File: config.mk
export PLATFORM = sky130hd
export DESIGN_NAME = sar_adc_sequencer
export DESIGN_NICKNAME = d
export VERILOG_FILES = /design/src/rtl/sar_adc_sequencer.v
export VERILOG_INCLUDE_DIRS = /design/src /design/src/rtl
export SDC_FILE = /design/constraint.sdc
export NUM_CORES = 1
export LEC_CHECK = 0
export BUFFER_PORTS_ARGS = -buffer_cell sky130_fd_sc_hd__buf_4
export CAP_MARGIN = 20
export CORE_MARGIN = 3
export CORE_UTILIZATION = 45
export CTS_CLUSTER_DIAMETER = 120
export DETAILED_ROUTE_END_ITERATION = 6
export GPL_ROUTABILITY_DRIVEN = 0
export GPL_TIMING_DRIVEN = 0
export PLACE_DENSITY = 0.76
export RECOVER_POWER = 25
export SYNTH_ARGS = -nofsm -noshare
export SYNTH_HDL_FRONTEND = slang
export SYNTH_SLANG_ARGS = --single-unit
File: constraint.sdc
create_clock -name mclk -period 6.67 [get_ports mclk]
set_clock_uncertainty 0.2 [all_clocks]
set_input_delay 1.334 -clock mclk [delete_from_list [all_inputs] [get_ports mclk]]
set_output_delay 1.334 -clock mclk [all_outputs]
set_load 0.01 [all_outputs]
File: src/rtl/sar_adc_sequencer_regs.vh
`ifndef SAR_ADC_SEQUENCER_REGS_VH
`define SAR_ADC_SEQUENCER_REGS_VH

// Register byte addresses on the bus: register index times four
`define ADC_CTRL_IDX 8'h30
`define ADC_RES1_IDX 8'h31
`define ADC_RES2_IDX 8'h32
`define ADC_RES3_IDX 8'h33
`define ADC_RES4_IDX 8'h34
`define SYS_OPT_IDX 8'h39
`define ADC_CTRL_ADDR 10'h0C0
`define ADC_RES1_ADDR 10'h0C4
`define ADC_RES2_ADDR 10'h0C8
`define ADC_RES3_ADDR 10'h0CC
`define ADC_RES4_ADDR 10'h0D0
`define SYS_OPT_ADDR 10'h0E4
`define MODE_CFG_ADDR 10'h100

// Control/status fields
`define CTRL_DONE_BIT 7
`define CTRL_SCAN_BIT 5
`define CTRL_MULTI_CHANNEL_SELECT_BIT 4
`define CTRL_WR_MASK 8'h3F

// Option fields
`define OPT_PWR_BIT 7
`define OPT_CONV_CLOCK_SELECT_BIT 6
`define OPT_PROT_MASK 8'h3F
`define OPT_RESET 8'h10

// Timing
`define CLK_PERIOD_NS 20
`define PROT_WINDOW_CYC 7'd64
`define SETTLE_TIME_US 100
`define SETTLE_CYC ((`SETTLE_TIME_US * 1000) / `CLK_PERIOD_NS)
`define RC_DIV_HALF 8'h10
`define SAMPLE_STEPS 4'hC

`endif

File: src/rtl/sar_adc_sequencer.v
// Our own choice: register access over Avalon-MM.
`timescale 1ns/100ps
// What this block does
// - Each conversion uses eight comparisons, MSB first, each fixing one bit.
// - Finished approximation is copied to the result register for its position.
// - Power-up bit enables charge pump; converter waits up to 100 us settling.
// - Four readable 8-bit result registers; done flag marks all four valid.
// - Result registers update only in cycles that are not a bus read's wait cycle.
// - Clock select: 1 picks internal RC clock, 0 the system clock, also for NVM pump.
// - Conversions run in sequences of four; done flag set after the fourth.
// - Sequence starts one cycle after a control write, with bits just written.
// - Low reference gives 00, high reference gives FF, no overflow indication.
// - Option bit 7 powers and enables the converter; clear disables it all.
// - Protected option bits writable once within 64 cycles of reset, or in special mode.
// - Sixteen channels: inputs 0-7, reserved, high ref, low ref, half ref, reserved.
// - Single channel, no scan: four conversions into results 1-4, then halt.
// - Multi channel, no scan: group of four converted once into results 1-4, halt.
// - Scan set: conversions continue, fifth overwrites result 1, round robin.
// - Control write during conversion aborts and restarts with the new settings.
// - Control bit 7 is read-only done flag, bit 6 reads zero, 5-0 read/write.
// - Every control write clears the done flag; it starts a sequence only while powered.
// - In scan mode done flag sets after first sequence; results keep updating.
// - Multi set: one register per channel; clear: one channel fills all four.
// - Channel bits binary; in multi mode the two low bits are ignored.
`include "sar_adc_sequencer_regs.vh"

module sar_adc_sequencer #(
  parameter SETTLE_CYCLES = `SETTLE_CYC
) (
  input wire mclk,
  input wire rst,
  input wire [9:0] avsAddress,
  input wire avsRead,
  input wire avsWrite,
  input wire [31:0] avsWriteData,
  input wire [3:0] avsByteEnable,
  output reg [31:0] avsReadData,
  output wire avsWaitRequest,
  output reg [1:0] avsResponse,
  input wire compOut,
  output reg [7:0] dacCode,
  output reg [3:0] muxChannel,
  output reg sampleGate,
  output wire chargePumpEn,
  output wire biasEn,
  output wire rcOscEn,
  output wire nvmPumpClkSel,
  output wire convBusy
);

  // Sequencer states
  localparam ST_IDLE = 2'd0;
  localparam ST_SETTLE = 2'd1;
  localparam ST_SAMPLE = 2'd2;
  localparam ST_CONVERT = 2'd3;

  // Registers
  reg [7:0] ctrl_ff;
  reg doneFlag_ff;
  reg [7:0] option_ff;
  reg protWritten_ff;
  reg [6:0] protCnt_ff;
  reg specialMode_ff;
  reg [7:0] result_ff [0:3];
  reg [1:0] state_ff;
  reg [1:0] convIdx_ff;
  reg [2:0] bitIdx_ff;
  reg [7:0] sar_ff;
  reg [3:0] sampleCnt_ff;
  reg [15:0] settleCnt_ff;
  reg startPend_ff;
  reg [7:0] rcDiv_ff;
  reg rcTick_ff;
  reg pendValid_ff;
  reg [7:0] pendData_ff;
  reg [1:0] pendIdx_ff;
  reg ack_ff;
  reg eTick_ff;

  // Nets
  wire wrEn;
  wire rdEn;
  wire ctrlWrite;
  wire stepTick;
  wire powered;
  wire [3:0] curChannel;
  wire [7:0] trialCode;
  wire settled;
  wire convStep;
  wire seqEnd;
  reg [31:0] nxt_readData;
  reg hit;

  // One wait state: request completes on the edge after it is first seen
  assign avsWaitRequest = (avsRead | avsWrite) & ~ack_ff;
  assign wrEn = avsWrite & ack_ff;
  assign rdEn = avsRead & ~ack_ff;
  assign ctrlWrite = wrEn & (avsAddress == `ADC_CTRL_ADDR) & avsByteEnable[0];

  assign powered = option_ff[`OPT_PWR_BIT];
  assign chargePumpEn = powered;
  assign biasEn = powered;
  assign rcOscEn = powered & option_ff[`OPT_CONV_CLOCK_SELECT_BIT];
  assign nvmPumpClkSel = option_ff[`OPT_CONV_CLOCK_SELECT_BIT];
  assign convBusy = (state_ff != ST_IDLE);

  // Step pacing: every second system clock (E tick), or the divided RC tick
  assign stepTick = option_ff[`OPT_CONV_CLOCK_SELECT_BIT] ? rcTick_ff : eTick_ff;

  // Multi mode keeps high two bits and walks the group
  assign curChannel = ctrl_ff[`CTRL_MULTI_CHANNEL_SELECT_BIT] ?
    {ctrl_ff[3:2], convIdx_ff} : ctrl_ff[3:0];
  assign trialCode = sar_ff | (8'h80 >> bitIdx_ff);
  assign settled = (settleCnt_ff == SETTLE_CYCLES[15:0]);
  assign convStep = (state_ff == ST_CONVERT) & stepTick;
  // Last step of the fourth conversion ends the sequence
  assign seqEnd = powered & ~startPend_ff & convStep & (bitIdx_ff == 3'd7) &
    (convIdx_ff == 2'd3);

  always @(posedge mclk or posedge rst) begin
    if (rst) begin
      ack_ff <= 1'b0;
    end else begin
      ack_ff <= (avsRead | avsWrite) & ~ack_ff;
    end
  end

  // Internal RC clock stand-in derived from system clock
  always @(posedge mclk or posedge rst) begin
    if (rst) begin
      rcDiv_ff <= 8'h00;
      rcTick_ff <= 1'b0;
    end else if (rcDiv_ff == `RC_DIV_HALF) begin
      rcDiv_ff <= 8'h00;
      rcTick_ff <= 1'b1;
    end else begin
      rcDiv_ff <= rcDiv_ff + 8'h01;
      rcTick_ff <= 1'b0;
    end
  end

  // E clock steps every second cycle so the DAC code settles before the compare
  always @(posedge mclk or posedge rst) begin
    if (rst) begin
      eTick_ff <= 1'b0;
    end else begin
      eTick_ff <= ~eTick_ff;
    end
  end

  // Control register and done flag
  always @(posedge mclk or posedge rst) begin
    if (rst) begin
      ctrl_ff <= 8'h00;
      doneFlag_ff <= 1'b0;
      startPend_ff <= 1'b0;
    end else begin
      startPend_ff <= ctrlWrite;
      if (ctrlWrite) begin
        ctrl_ff <= avsWriteData[7:0] & `CTRL_WR_MASK;
        doneFlag_ff <= 1'b0;
      end else if (seqEnd) begin
        doneFlag_ff <= 1'b1;
      end
    end
  end

  // Option register with protected bits
  always @(posedge mclk or posedge rst) begin
    if (rst) begin
      option_ff <= `OPT_RESET;
      protWritten_ff <= 1'b0;
      protCnt_ff <= 7'd0;
      specialMode_ff <= 1'b0;
    end else begin
      if (protCnt_ff != `PROT_WINDOW_CYC) begin
        protCnt_ff <= protCnt_ff + 7'd1;
      end
      if (wrEn && avsAddress == `MODE_CFG_ADDR && avsByteEnable[0]) begin
        specialMode_ff <= avsWriteData[0];
      end
      if (wrEn && avsAddress == `SYS_OPT_ADDR && avsByteEnable[0]) begin
        option_ff[7:6] <= avsWriteData[7:6];
        if (specialMode_ff || (!protWritten_ff && protCnt_ff != `PROT_WINDOW_CYC)) begin
          option_ff[5:0] <= avsWriteData[5:0];
          protWritten_ff <= 1'b1;
        end
      end
    end
  end

  // Settling counter after power-up
  always @(posedge mclk or posedge rst) begin
    if (rst) begin
      settleCnt_ff <= 16'h0000;
    end else if (!powered) begin
      settleCnt_ff <= 16'h0000;
    end else if (settleCnt_ff != SETTLE_CYCLES[15:0]) begin
      settleCnt_ff <= settleCnt_ff + 16'h0001;
    end
  end

  // Conversion sequencer
  always @(posedge mclk or posedge rst) begin
    if (rst) begin
      state_ff <= ST_IDLE;
      convIdx_ff <= 2'd0;
      bitIdx_ff <= 3'd0;
      sar_ff <= 8'h00;
      sampleCnt_ff <= 4'h0;
      pendValid_ff <= 1'b0;
      pendData_ff <= 8'h00;
      pendIdx_ff <= 2'd0;
    end else begin
      if (pendValid_ff && !rdEn) begin
        pendValid_ff <= 1'b0;
      end
      if (!powered) begin
        state_ff <= ST_IDLE;
      end else if (startPend_ff) begin
        state_ff <= ST_SETTLE;
        convIdx_ff <= 2'd0;
        bitIdx_ff <= 3'd0;
        sar_ff <= 8'h00;
        sampleCnt_ff <= 4'h0;
      end else begin
        case (state_ff)
          ST_IDLE: begin
            state_ff <= ST_IDLE;
          end
          ST_SETTLE: begin
            if (settled) begin
              state_ff <= ST_SAMPLE;
            end
          end
          ST_SAMPLE: begin
            if (stepTick) begin
              if (sampleCnt_ff == `SAMPLE_STEPS) begin
                sampleCnt_ff <= 4'h0;
                state_ff <= ST_CONVERT;
              end else begin
                sampleCnt_ff <= sampleCnt_ff + 4'h1;
              end
            end
          end
          ST_CONVERT: begin
            if (stepTick) begin
              // Keep trial bit when input is at or above the trial level
              if (compOut) begin
                sar_ff <= trialCode;
              end
              if (bitIdx_ff == 3'd7) begin
                pendValid_ff <= 1'b1;
                pendData_ff <= compOut ? trialCode : sar_ff;
                pendIdx_ff <= convIdx_ff;
                bitIdx_ff <= 3'd0;
                sar_ff <= 8'h00;
                convIdx_ff <= convIdx_ff + 2'd1;
                if (convIdx_ff == 2'd3 && !ctrl_ff[`CTRL_SCAN_BIT]) begin
                  state_ff <= ST_IDLE;
                end else begin
                  state_ff <= ST_SAMPLE;
                end
              end else begin
                bitIdx_ff <= bitIdx_ff + 3'd1;
              end
            end
          end
          default: begin
            state_ff <= ST_IDLE;
          end
        endcase
      end
    end
  end

  // Result storage deferred past read cycles
  always @(posedge mclk or posedge rst) begin
    if (rst) begin
      result_ff[0] <= 8'h00;
      result_ff[1] <= 8'h00;
      result_ff[2] <= 8'h00;
      result_ff[3] <= 8'h00;
    end else if (pendValid_ff && !rdEn) begin
      result_ff[pendIdx_ff] <= pendData_ff;
    end
  end

  // Trial code to the capacitor DAC
  always @(posedge mclk or posedge rst) begin
    if (rst) begin
      dacCode <= 8'h00;
    end else begin
      dacCode <= (state_ff == ST_CONVERT) ? trialCode : 8'h00;
    end
  end

  // Multiplexer channel select
  always @(posedge mclk or posedge rst) begin
    if (rst) begin
      muxChannel <= 4'h0;
    end else begin
      muxChannel <= curChannel;
    end
  end

  // Sample gate on the input switch
  always @(posedge mclk or posedge rst) begin
    if (rst) begin
      sampleGate <= 1'b0;
    end else begin
      sampleGate <= (state_ff == ST_SAMPLE);
    end
  end

  // Read mux
  always @* begin
    nxt_readData = 32'h00000000;
    hit = 1'b1;
    case (avsAddress)
      `ADC_CTRL_ADDR: nxt_readData = {24'h000000, doneFlag_ff, 1'b0, ctrl_ff[5:0]};
      `ADC_RES1_ADDR: nxt_readData = {24'h000000, result_ff[0]};
      `ADC_RES2_ADDR: nxt_readData = {24'h000000, result_ff[1]};
      `ADC_RES3_ADDR: nxt_readData = {24'h000000, result_ff[2]};
      `ADC_RES4_ADDR: nxt_readData = {24'h000000, result_ff[3]};
      `SYS_OPT_ADDR: nxt_readData = {24'h000000, option_ff};
      `MODE_CFG_ADDR: nxt_readData = {31'h00000000, specialMode_ff};
      default: hit = 1'b0;
    endcase
  end

  // Read data and response are captured in the wait cycle and shown in the ack cycle
  always @(posedge mclk or posedge rst) begin
    if (rst) begin
      avsReadData <= 32'h00000000;
      avsResponse <= 2'b00;
    end else begin
      avsReadData <= rdEn ? nxt_readData : 32'h00000000;
      avsResponse <= ((avsRead | avsWrite) & ~ack_ff & ~hit) ? 2'b10 : 2'b00;
    end
  end

endmodule

==> out/qor.yml, run 1 <==
critical_path:
  cp-start-kind: "input pin"
  path_delay_family: "buffers and inverters"
  slowest_delay_ns: 0.17
  cp_max_fo: 3
  worst_setup_path_end_kind: "primary output"
  crit_slowest_cell: "nor2_1"
  path_common_cell: "nor2_1"
  r2r_setup_slack_ns: 4.37
  worst-path-buf-inv: 2
  cp.required_ns: 5.14
  critical_path_class: "in -> out"
  arrival_ns: 1.82
  cp_cell_sequence: "clkbuf_4, nor2_1, nor2_1, buf_4"
yosys:
  yosysUniqueCellTypes: 65
  async_flop_share_pct: 100.0
  synth_xor_area_share_pct: 2.870
  netlist_instances: 551
  synth_compound_gate_area_share_pct: 8.102
  synth.avg_cell_area_um2: 11.63
  muxShareOfSynthArea_pct: 12.67
  yosysSeqAreaShare_pct: 53.12
  synth_seq_cells: 136
  yosys.area_share.simple_pct: 14.68
  synth_edf_count: 0
  synth_fa_ha_area_share_pct: 2.929
  synth_top_family_by_area: "simple AND/OR/NAND/NOR gates"
  synthFlopType: "dfrtp_1"
  synth_area_mm2: 0.006409
  yosysWarnings: 0
clock_tree:
  cts_buffers: 17
  root_buffer: "clkbuf_16"
  clk_pin_slew_ns: 0.05
  numClockSinks: 136
  ctsResizeCount: 0
  clockBufferDepth: 2
  cts_setup_buffers: 0
  cts_hold_buf: 0
  cts_tree: "yes"
  h-tree-depth: 4
  clk_latency_ns: 0.43
hold_path:
  min_path_type: "reg -> reg"
drt:
  vias: 4487
  ant_nets: 0
  wl_mm: 13.43
  wire_per_inst_um: 16.10
  remaining_drc_errors: 0
  avgViaCountPerCell: 5.380
  drtPass1Iterations: 5
  drt-initial-drc-count: 281
timing:
  hold_violations: 0
  holdWs_ns: 0.2112
  tightest_slew_ns: 2.825
  max_freq_mhz: 298.4
  rsz0062_at_grt: "false"
  drv_slew: 65
  max-slew-margin-rel_pct: -89.34
  period_share_pct: 50.24
  fin_crit_ns: 3.351
  finalSetupViolCount: 0
  tns_ns: 0
global_routing:
  grt_usage_pct: 17.94
  grt_first_pass_wirelength_mm: 22.77
  grt_pass1_vias: 4607
  grt_max_degree: 73
  grt_overflow: 0
  grt_antenna_before_repair: 0
power_and_ir_drop:
  worst_ir_drop_vdd_v: 0.0002137
  p_leak_nw: 3.794
  p_per_area_mw_per_mm2: 254.7
finish:
  stdcell_area_mm2: 0.007729
  drive_above_1_share_pct: 29.79
  num_antenna_cells: 0
  syn2layout_area_growth_pct: 20.60
  nets: 711
job:
  max_cap_viol_count: 1
placement:
  io_buffers: 50
  dpl.hpwl_mm: 9.495
  dpl_cell_area_mm2: 0.007127
floorplan:
  start_util_pct: 47.27
  die_w_um: 125.3
  io_pins: 104
  coreArea_mm2: 0.01356
  fp.dieArea_mm2: 0.01571
  rows: 42
  die_h_um: 125.3
outcome:
  violations: "max-capacitance violations, max-slew violations"
  status: "finished, violations left"
-- cell usage in the layout, fill, tap and decap left out, types with 4 or more instances in the layout --
cell,instances
conb_1,25
buf_2,9
dfrtp_1,135
xor2_1,9
nor2b_1,6
a222oi_1,5
a41oi_1,4
nand2_1,26
nand2b_1,5
mux2i_1,8
xnor2_1,12
nand3_1,16
clkbuf_1,10
inv_1,20
a22o_1,6
mux2_2,63
o21ai_0,17
nor2_1,54
nor3_1,4
nand4_1,6
buf_4,75
ha_1,15
clkbuf_16,17
a31oi_1,4
and3_1,9
a21oi_1,20
or3_1,4
clkbuf_8,6
-- per-stage QoR --
stage                     setup slack (ns)  util, %  power (mW)  std cells
after CTS                            3.321    57.03       1.984        834
after global routing                 3.027    57.00       2.050        834
after global placement              0.2297    52.33       1.030        801
final                                3.319    57.00       1.969        834
after floorplan                      1.498        -      0.9944        575
after detailed placement             3.375    52.57       1.040        802
-- state kept, by name (all words and copies together) (netlist names), 2 cells and up --
name and flops:
state_ff 2, dacCode 8, result_ff 32, pendData_ff 8, pendIdx_ff 2, sampleCnt_ff 4, protCnt_ff 7, muxChannel 4
sar_ff 8, ctrl_ff 6, bitIdx_ff 3, settleCnt_ff 16, avsReadData 8, rcDiv_ff 8, option_ff 8, convIdx_ff 2
-- power breakdown --
part	switching, mW	internal [mW]	leakage (nW)
clock	0.333	0.609	0.297
sequential	0.0242	0.850	1.75
combinational	0.0865	0.0660	1.75
-- routing by layer --
layer,vias up,part of all wire [%],track usage (%)
met5,-,0,0
met2,115,50,30.09
met3,20,4.8,5.458
li1,2094,-,-
met1,2258,44,22.11
met4,0,1.5,6.314
-- layout make-up --
class / instances / area, um2
Buffer: 43 / 274.0
Multi-Input combinational cell: 374 / 2738
Inverter: 22 / 83.83
Tap cell: 176 / 220.2
Fill cell: 1109 / 5829
Clock buffer: 26 / 519.2
Clock inverter: 6 / 86.33
Timing Repair Buffer: 51 / 402.9
Sequential cell: 136 / 3405
-- worst reg2reg max path: stages, from the launching register on --
cell and delay (ns):
dfrtp_1 0.42, ha_1 0.21, ha_1 0.23, inv_1 0.12, or4_1 0.59, clkbuf_1 0.22, o21ai_0 0.22
-- final timing paths --
kind | start | endpoint | depth (start not counted)
worst max-delay path | avsRead | avsWaitRequest | 4
worst min-delay path | ctrl_ff[3]$_DFFE_PP0P_ | muxChannel[3]$_DFF_PP0_ | 0
worst max register to register | bitIdx_ff[0]$_DFFE_PP0P_ | pendData_ff[1]$_DFFE_PP0P_ | 6
worst min register to register | ctrl_ff[3]$_DFFE_PP0P_ | muxChannel[3]$_DFF_PP0_ | 0
max in group asynchronous | rst | rcDiv_ff[6]$_DFF_PP0_ | 2
min in group asynchronous | rst | avsReadData[6]$_DFF_PP0_ | 2
-- Yosys cell counts, drive strengths merged, types with 3 or more instances --
library cell / n / share of area [%]
ha: 15 / 2.9
nor3b: 3 / 0.35
o21ai: 19 / 1.6
nor2b: 6 / 0.59
or4: 3 / 0.35
mux2i: 8 / 1.2
nand4b: 3 / 0.51
or3: 5 / 0.57
a222oi: 5 / 0.78
nor2: 54 / 3.2
a41oi: 4 / 0.55
nand2: 26 / 1.5
o31ai: 3 / 0.35
a22o: 6 / 0.82
buf: 36 / 3.9
a21oi: 20 / 1.6
nand4: 6 / 0.59
inv: 21 / 1.2
dfrtp: 135 / 53
nand3: 17 / 1.5
xnor2: 12 / 1.6
nor3: 4 / 0.31
nor4b: 4 / 0.88
nand2b: 5 / 0.49
clkbuf: 7 / 0.41
mux2: 63 / 11
nand3b: 3 / 0.35
nor4: 5 / 0.96
and3: 9 / 0.88
xor2: 9 / 1.2
a31oi: 4 / 0.39
-- kinds of logic (layout without fill, tap and decap cells) --
kind of cell | Yosys count | count (layout)
AND/OR/NAND/NOR | 165 | 165
flip-flops | 136 | 136
AO/OA/AOI/OAI | 76 | 76
multiplexers | 72 | 72
buffers and inverters | 65 | 148
XOR/XNOR | 21 | 21
adder cells (fa/ha/maj) | 15 | 15
other | 1 | 25
No activity file was read; power rests on OpenSTA's default activity.
==> run 2, diff against run 1 <==
==> constraint.sdc (replaced) <==
create_clock -name mclk -period 3.16 [get_ports mclk]
set_clock_uncertainty 0.2 [all_clocks]
set_input_delay 0.632 -clock mclk [delete_from_list [all_inputs] [get_ports mclk]]
set_output_delay 0.632 -clock mclk [all_outputs]
set_load 0.01 [all_outputs]
==> out/qor.yml, run 2 (synthesis results as in run 1) <==
power_and_ir_drop:
  worst_ir_drop_vdd_v: 0.0003874
  p_leak_nw: 3.778
  swShare_pct: 23.83
  p_int_mw: 3.079
  power.switching_mw: 0.9633
  pwr-share-seq_pct: 45.6
  power_frac_clock_pct: 46.2
  p_per_area_mw_per_mm2: 523.3
  pwr-share-comb_pct: 8.2
drt:
  ant_nets: 0
  wl_mm: 13.59
  avgViaCountPerCell: 5.346
  drtPass1Iterations: 5
  drt-initial-drc-count: 391
  wire_per_inst_um: 16.25
  vias: 4469
  remaining_drc_errors: 0
finish:
  final_common_cell: "dfrtp_1"
  num_antenna_cells: 0
  regMostFlops: "result_ff"
  drive_above_1_share_pct: 30.15
  stdcell_area_mm2: 0.007725
  syn2layout_area_growth_pct: 20.54
  largest_register_ffs: 32
  final_cell_mix: "135 x dfrtp_1, 76 x buf_4, 63 x mux2_2"
  reg_top3: "result_ff: 32 flops, settleCnt_ff: 16 flops"
  final_cells: 836
  nets: 713
  layout.filler_cells: 1122
global_routing:
  grt_overflow: 0
  grt_antenna_before_repair: 0
  grt_max_degree: 44
  grt_usage_pct: 18.10
  grt_first_pass_wirelength_mm: 22.81
  grt_pass1_vias: 4611
clock_tree:
  numClockSinks: 136
  cts_buffers: 17
  root_buffer: "clkbuf_16"
  clockBufferDepth: 2
  cts_hold_buf: 0
  cts_setup_buffers: 0
  ctsResizeCount: 0
  clk_pin_slew_ns: 0.06
  clk_latency_ns: 0.42
  h-tree-depth: 4
  cts_tree: "yes"
hold_path:
  worstHoldPathCells: 3
  min_path_type: "in -> reg"
  hold_start: "avsWriteData[7]"
  hold_end: "option_ff[7]$_DFFE_PP0P_"
critical_path:
  crit_slowest_cell: "clkbuf_1"
  worst_setup_path_end_kind: "primary output"
  r2r_setup_slack_ns: 0.83
  cp_max_fo: 10
  arrival_ns: 1.68
  cp-start-kind: "flip-flop"
  reg2reg_to: "pendData_ff[6]$_DFFE_PP0P_"
  r2r_cells: 7
  critical_path_class: "reg -> out"
  worstReg2RegStart: "bitIdx_ff[0]$_DFFE_PP0P_"
  worst-path-buf-inv: 3
  cp.required_ns: 2.33
  path_delay_family: "buffers and inverters"
  cp_cell_sequence: "buf_2, clkbuf_1, and2_1, buf_4"
  slowest_delay_ns: 0.37
timing:
  finalSetupViolCount: 0
  fin_crit_ns: 2.511
  max_freq_mhz: 398.2
  period_share_pct: 79.47
  hold_violations: 0
  rsz0062_at_grt: "false"
  max-slew-margin-rel_pct: 5.081
  tns_ns: 0
  tightest_slew_ns: 1.416
  drv_slew: 0
floorplan:
  fp.dieArea_mm2: 0.01571
  io_pins: 104
  die_w_um: 125.3
  rows: 42
  coreArea_mm2: 0.01356
  die_h_um: 125.3
  start_util_pct: 47.27
placement:
  dpl_cell_area_mm2: 0.007158
  numPlacedInstances: 804
  dpl.hpwl_mm: 9.980
  io_buffers: 50
job:
  max_cap_viol_count: 0
outcome:
  status: "complete, no violations"
## run 2: cell types whose count changed in the layout (fill, tap and decap cells not counted), sizes merged
cell | previous run | this run
inv | 20 | 21
clkbuf | 35 | 30
clkinvlp | 2 | 6
buf | 85 | 88
bufinv | 2 | 1
## run 2: worst register-to-register path, delay by kind of cell (launching register included)
family	cells	cell delay, ns
flops	1	0.41
simple gates	2	0.71
buf+inv	2	0.37
fa+ha+maj	2	0.43
compound gates	1	0.08
## run 2: per-layer routing
layer  share of wire [%]  vias to the layer above  track usage, %  routed length (um)
li1                    -                     2099               -                   -
met1                  41                     2235           22.09                5565
met2                  52                      115           31.32                7123
met3                 4.9                       20           4.606                 663
met4                 1.7                        0           6.250                 231
met5                   0                        -               0                   0
## run 2: how the worst max path moves through the flow
stage,startpoint,to,slack [ns],cells past startpoint
after floorplan,rst,ack_ff$_DFF_PP0_,0.64,1
after global placement,rst,muxChannel[3]$_DFF_PP0_,-0.09,2
after detailed placement,avsAddress[3],avsReadData[0]$_DFF_PP0_,0.61,6
after CTS,option_ff[7]$_DFFE_PP0P_,rcOscEn,0.62,4
after global routing,option_ff[7]$_DFFE_PP0P_,rcOscEn,0.54,4
final,option_ff[7]$_DFFE_PP0P_,rcOscEn,0.65,4
## run 2: stage by stage
step           setup slack, ns  hold slack [ns]  util [%]  power, mW
2_1_floorplan           0.6357           0.1691         -      2.099
3_3_place_gp          -0.09012           0.2017     52.35      2.175
3_5_place_dp            0.6121           0.2083     52.80      2.200
4_1_cts                 0.6183           0.1327     57.00      4.084
5_1_grt                 0.5373           0.2173     56.98      4.203
6_report                0.6486           0.2217     56.98      4.043
## run 2: area by class of cell
type / count / area [um2] / area share (%)
sequential: 136 / 3405 / 44.07
multi-input combinational: 374 / 2738 / 35.44
clock buffer: 22 / 474.2 / 6.139
timing repair buffer: 53 / 435.4 / 5.637
buffer: 43 / 274.0 / 3.547
tap: 176 / 220.2 / 2.851
clock inverter: 10 / 95.09 / 1.231
inverter: 22 / 83.83 / 1.085
## run 2: power groups by stage
stage / Combinational [mW] / Sequential [mW] / Clock, mW
final: 0.330 / 1.84 / 1.87
after global routing: 0.370 / 1.85 / 1.98
after CTS: 0.333 / 1.84 / 1.91
after detailed placement: 0.326 / 1.87 / 0
after global placement: 0.304 / 1.87 / 0
after floorplan: 0.238 / 1.86 / 0
==> run 3, diff against run 2 <==
--- a/config.mk
+++ b/config.mk
@@ -14,7 +14,7 @@
 export DETAILED_ROUTE_END_ITERATION = 6
 export GPL_ROUTABILITY_DRIVEN = 0
 export GPL_TIMING_DRIVEN = 0
-export PLACE_DENSITY = 0.76
+export PLACE_DENSITY = 0.78
 export RECOVER_POWER = 25
 export SYNTH_ARGS = -nofsm -noshare
 export SYNTH_HDL_FRONTEND = slang
==> constraint.sdc (replaced) <==
create_clock -name mclk -period 2.3 [get_ports mclk]
set_clock_uncertainty 0.2 [all_clocks]
set_input_delay 0.46 -clock mclk [delete_from_list [all_inputs] [get_ports mclk]]
set_output_delay 0.46 -clock mclk [all_outputs]
set_load 0.01 [all_outputs]
==> out/qor.yml, run 3 (synthesis results as in run 1) <==
outcome:
  status: "complete, no violations"
clock_tree:
  h-tree-depth: 4
  numClockSinks: 136
  clk_pin_slew_ns: 0.06
  root_buffer: "clkbuf_16"
  cts_buffers: 17
  clockBufferDepth: 2
  cts_tree: "yes"
  clk_latency_ns: 0.42
timing:
  fin_crit_ns: 2.221
  hold_violations: 0
  period_share_pct: 96.56
  drv_slew: 0
  finalSetupViolCount: 0
  tightest_slew_ns: 1.113
  holdWs_ns: 0.06957
  max_freq_mhz: 450.3
  setup_ws_ns: 0.07903
  max-slew-margin-rel_pct: 25.41
drt:
  drtPass1Iterations: 5
  ant_nets: 0
  avgViaCountPerCell: 5.456
  vias: 4572
  wire_per_inst_um: 16.28
  wl_mm: 13.64
  remaining_drc_errors: 0
  drt-initial-drc-count: 461
power_and_ir_drop:
  worst_ir_drop_vdd_v: 0.0005822
  power.switching_mw: 1.365
  p_per_area_mw_per_mm2: 751.5
  power_frac_clock_pct: 49.4
  p_int_mw: 4.507
  p_leak_nw: 3.838
  swShare_pct: 23.24
  pwr-share-comb_pct: 7.5
  pwr-share-seq_pct: 43.1
  p_total_mw: 5.871
placement:
  preCtsSetupSlack_ns: -0.03820
  dpl_cell_area_mm2: 0.007158
  numPlacedInstances: 804
  io_buffers: 50
  dpl.hpwl_mm: 9.687
floorplan:
  coreArea_mm2: 0.01356
  start_util_pct: 47.27
  rows: 42
  io_pins: 104
  die_w_um: 125.3
  fp.dieArea_mm2: 0.01571
  die_h_um: 125.3
critical_path:
  arrival_ns: 2.31
  slowest_delay_ns: 0.57
  cp.required_ns: 2.39
  path_delay_family: "simple AND/OR/NAND/NOR gates"
  cp_max_fo: 10
  path_common_cell: "ha_1"
  critical_path_class: "reg -> reg"
  worst_setup_path_end_kind: "flip-flop"
  crit_slowest_cell: "or4_4"
  cp_cell_sequence: "ha_1, ha_1, inv_1, or4_4, clkbuf_2, nand2_1, o21ai_0"
  cp-start-kind: "flip-flop"
  worst-path-buf-inv: 2
finish:
  final_cell_mix: "135 x dfrtp_1, 76 x buf_4, 63 x mux2_2"
  largest_register_ffs: 32
  layout.filler_cells: 1064
  final_cells: 838
  ff_latch_area_mm2: 0.003405
  nets: 715
  reg_top3: "result_ff: 32 flops, settleCnt_ff: 16 flops"
  multiInputGateArea_mm2: 0.002751
  stdcell_area_mm2: 0.007812
  final_common_cell: "dfrtp_1"
  num_antenna_cells: 0
  regMostFlops: "result_ff"
  drive_above_1_share_pct: 31.27
  syn2layout_area_growth_pct: 21.91
global_routing:
  grt_usage_pct: 17.86
  grt_antenna_before_repair: 0
  globalRouteMet3Util_pct: 5.544
  grt_max_degree: 46
  grt_first_pass_wirelength_mm: 22.80
  grt_pass1_vias: 4625
  grt_overflow: 0
  grt.busiest_layer: "met2"
  use_met2_pct: 31.00
  use_met1_pct: 21.27
job:
  max_cap_viol_count: 0
hold_path:
  min_path_type: "in -> reg"
run 3: changes by cell type in the layout (fill, tap and decap cells not counted), moves of 2 or more:
| cell | change |
|---|---|
| inv_6 | +2 |
| clkbuf_8 | -2 |
| clkinvlp_4 | -3 |
| clkbuf_4 | +3 |
| clkbuf_1 | -4 |
| bufinv_16 | +3 |
run 3: worst paths after layout:
path	slack, ns	startpoint	endpoint	cells after the start
max in group asynchronous	0.31	rst	avsReadData[0]$_DFF_PP0_	4
setup / recovery	0.08	bitIdx_ff[0]$_DFFE_PP0P_	pendData_ff[0]$_DFFE_PP0P_	7
hold reg to reg	0.22	ctrl_ff[3]$_DFFE_PP0P_	muxChannel[3]$_DFF_PP0_	0
hold / removal	0.07	avsWriteData[7]	option_ff[7]$_DFFE_PP0P_	3
min in group asynchronous	0.62	rst	state_ff[1]$_DFFE_PP0P_	3
setup reg to reg	0.08	bitIdx_ff[0]$_DFFE_PP0P_	pendData_ff[0]$_DFFE_PP0P_	7
run 3: through the flow:
step / utilization [%] / TNS (ns)
6_report: 57.62 / 0
2_1_floorplan: - / -7.064
3_5_place_dp: 52.80 / -0.1025
4_1_cts: 57.56 / 0
5_1_grt: 57.62 / -0.01288
3_3_place_gp: 52.35 / -104.51
run 3: power by group through the flow:
stage / clock, mW / sequential, mW / combinational, mW
final: 2.90 / 2.53 / 0.443
after CTS: 2.93 / 2.53 / 0.449
after floorplan: 0 / 2.56 / 0.327
after global placement: 0 / 2.57 / 0.419
after global routing: 3.04 / 2.54 / 0.500
after detailed placement: 0 / 2.57 / 0.444
run 3: cell type report:
cell class	count	share of cell area (%)
flip-flops and latches	136	43.58
multi-input cells	374	35.22
repair buffers	55	5.637
clock buffers	18	5.621
plain buffers	43	3.571
well taps	176	2.819
clock inverters	14	2.482
inverters	22	1.073
run 3: worst min-delay path: cells and delay by family:
kind	cells	cell delay, ns
AO/OA/AOI/OAI	1	0.07
buffers and inverters	1	0.08
AND/OR/NAND/NOR	1	0.04
run 3: routing by layer:
metal | up-vias | part of all wire [%]
li1 | 2112 | -
met1 | 2301 | 41
met2 | 137 | 52
met3 | 22 | 5.6
met4 | 0 | 1.8
met5 | - | 0
run 3: what timing repair did:
item	4_1_cts	5_1_grt
setup endpoints to repair	3	19
endpoints found under the hold margin	21	0
hold buffers	1	0
buffers inserted	0	1
gates cloned	0	0
gates resized for setup	2	5
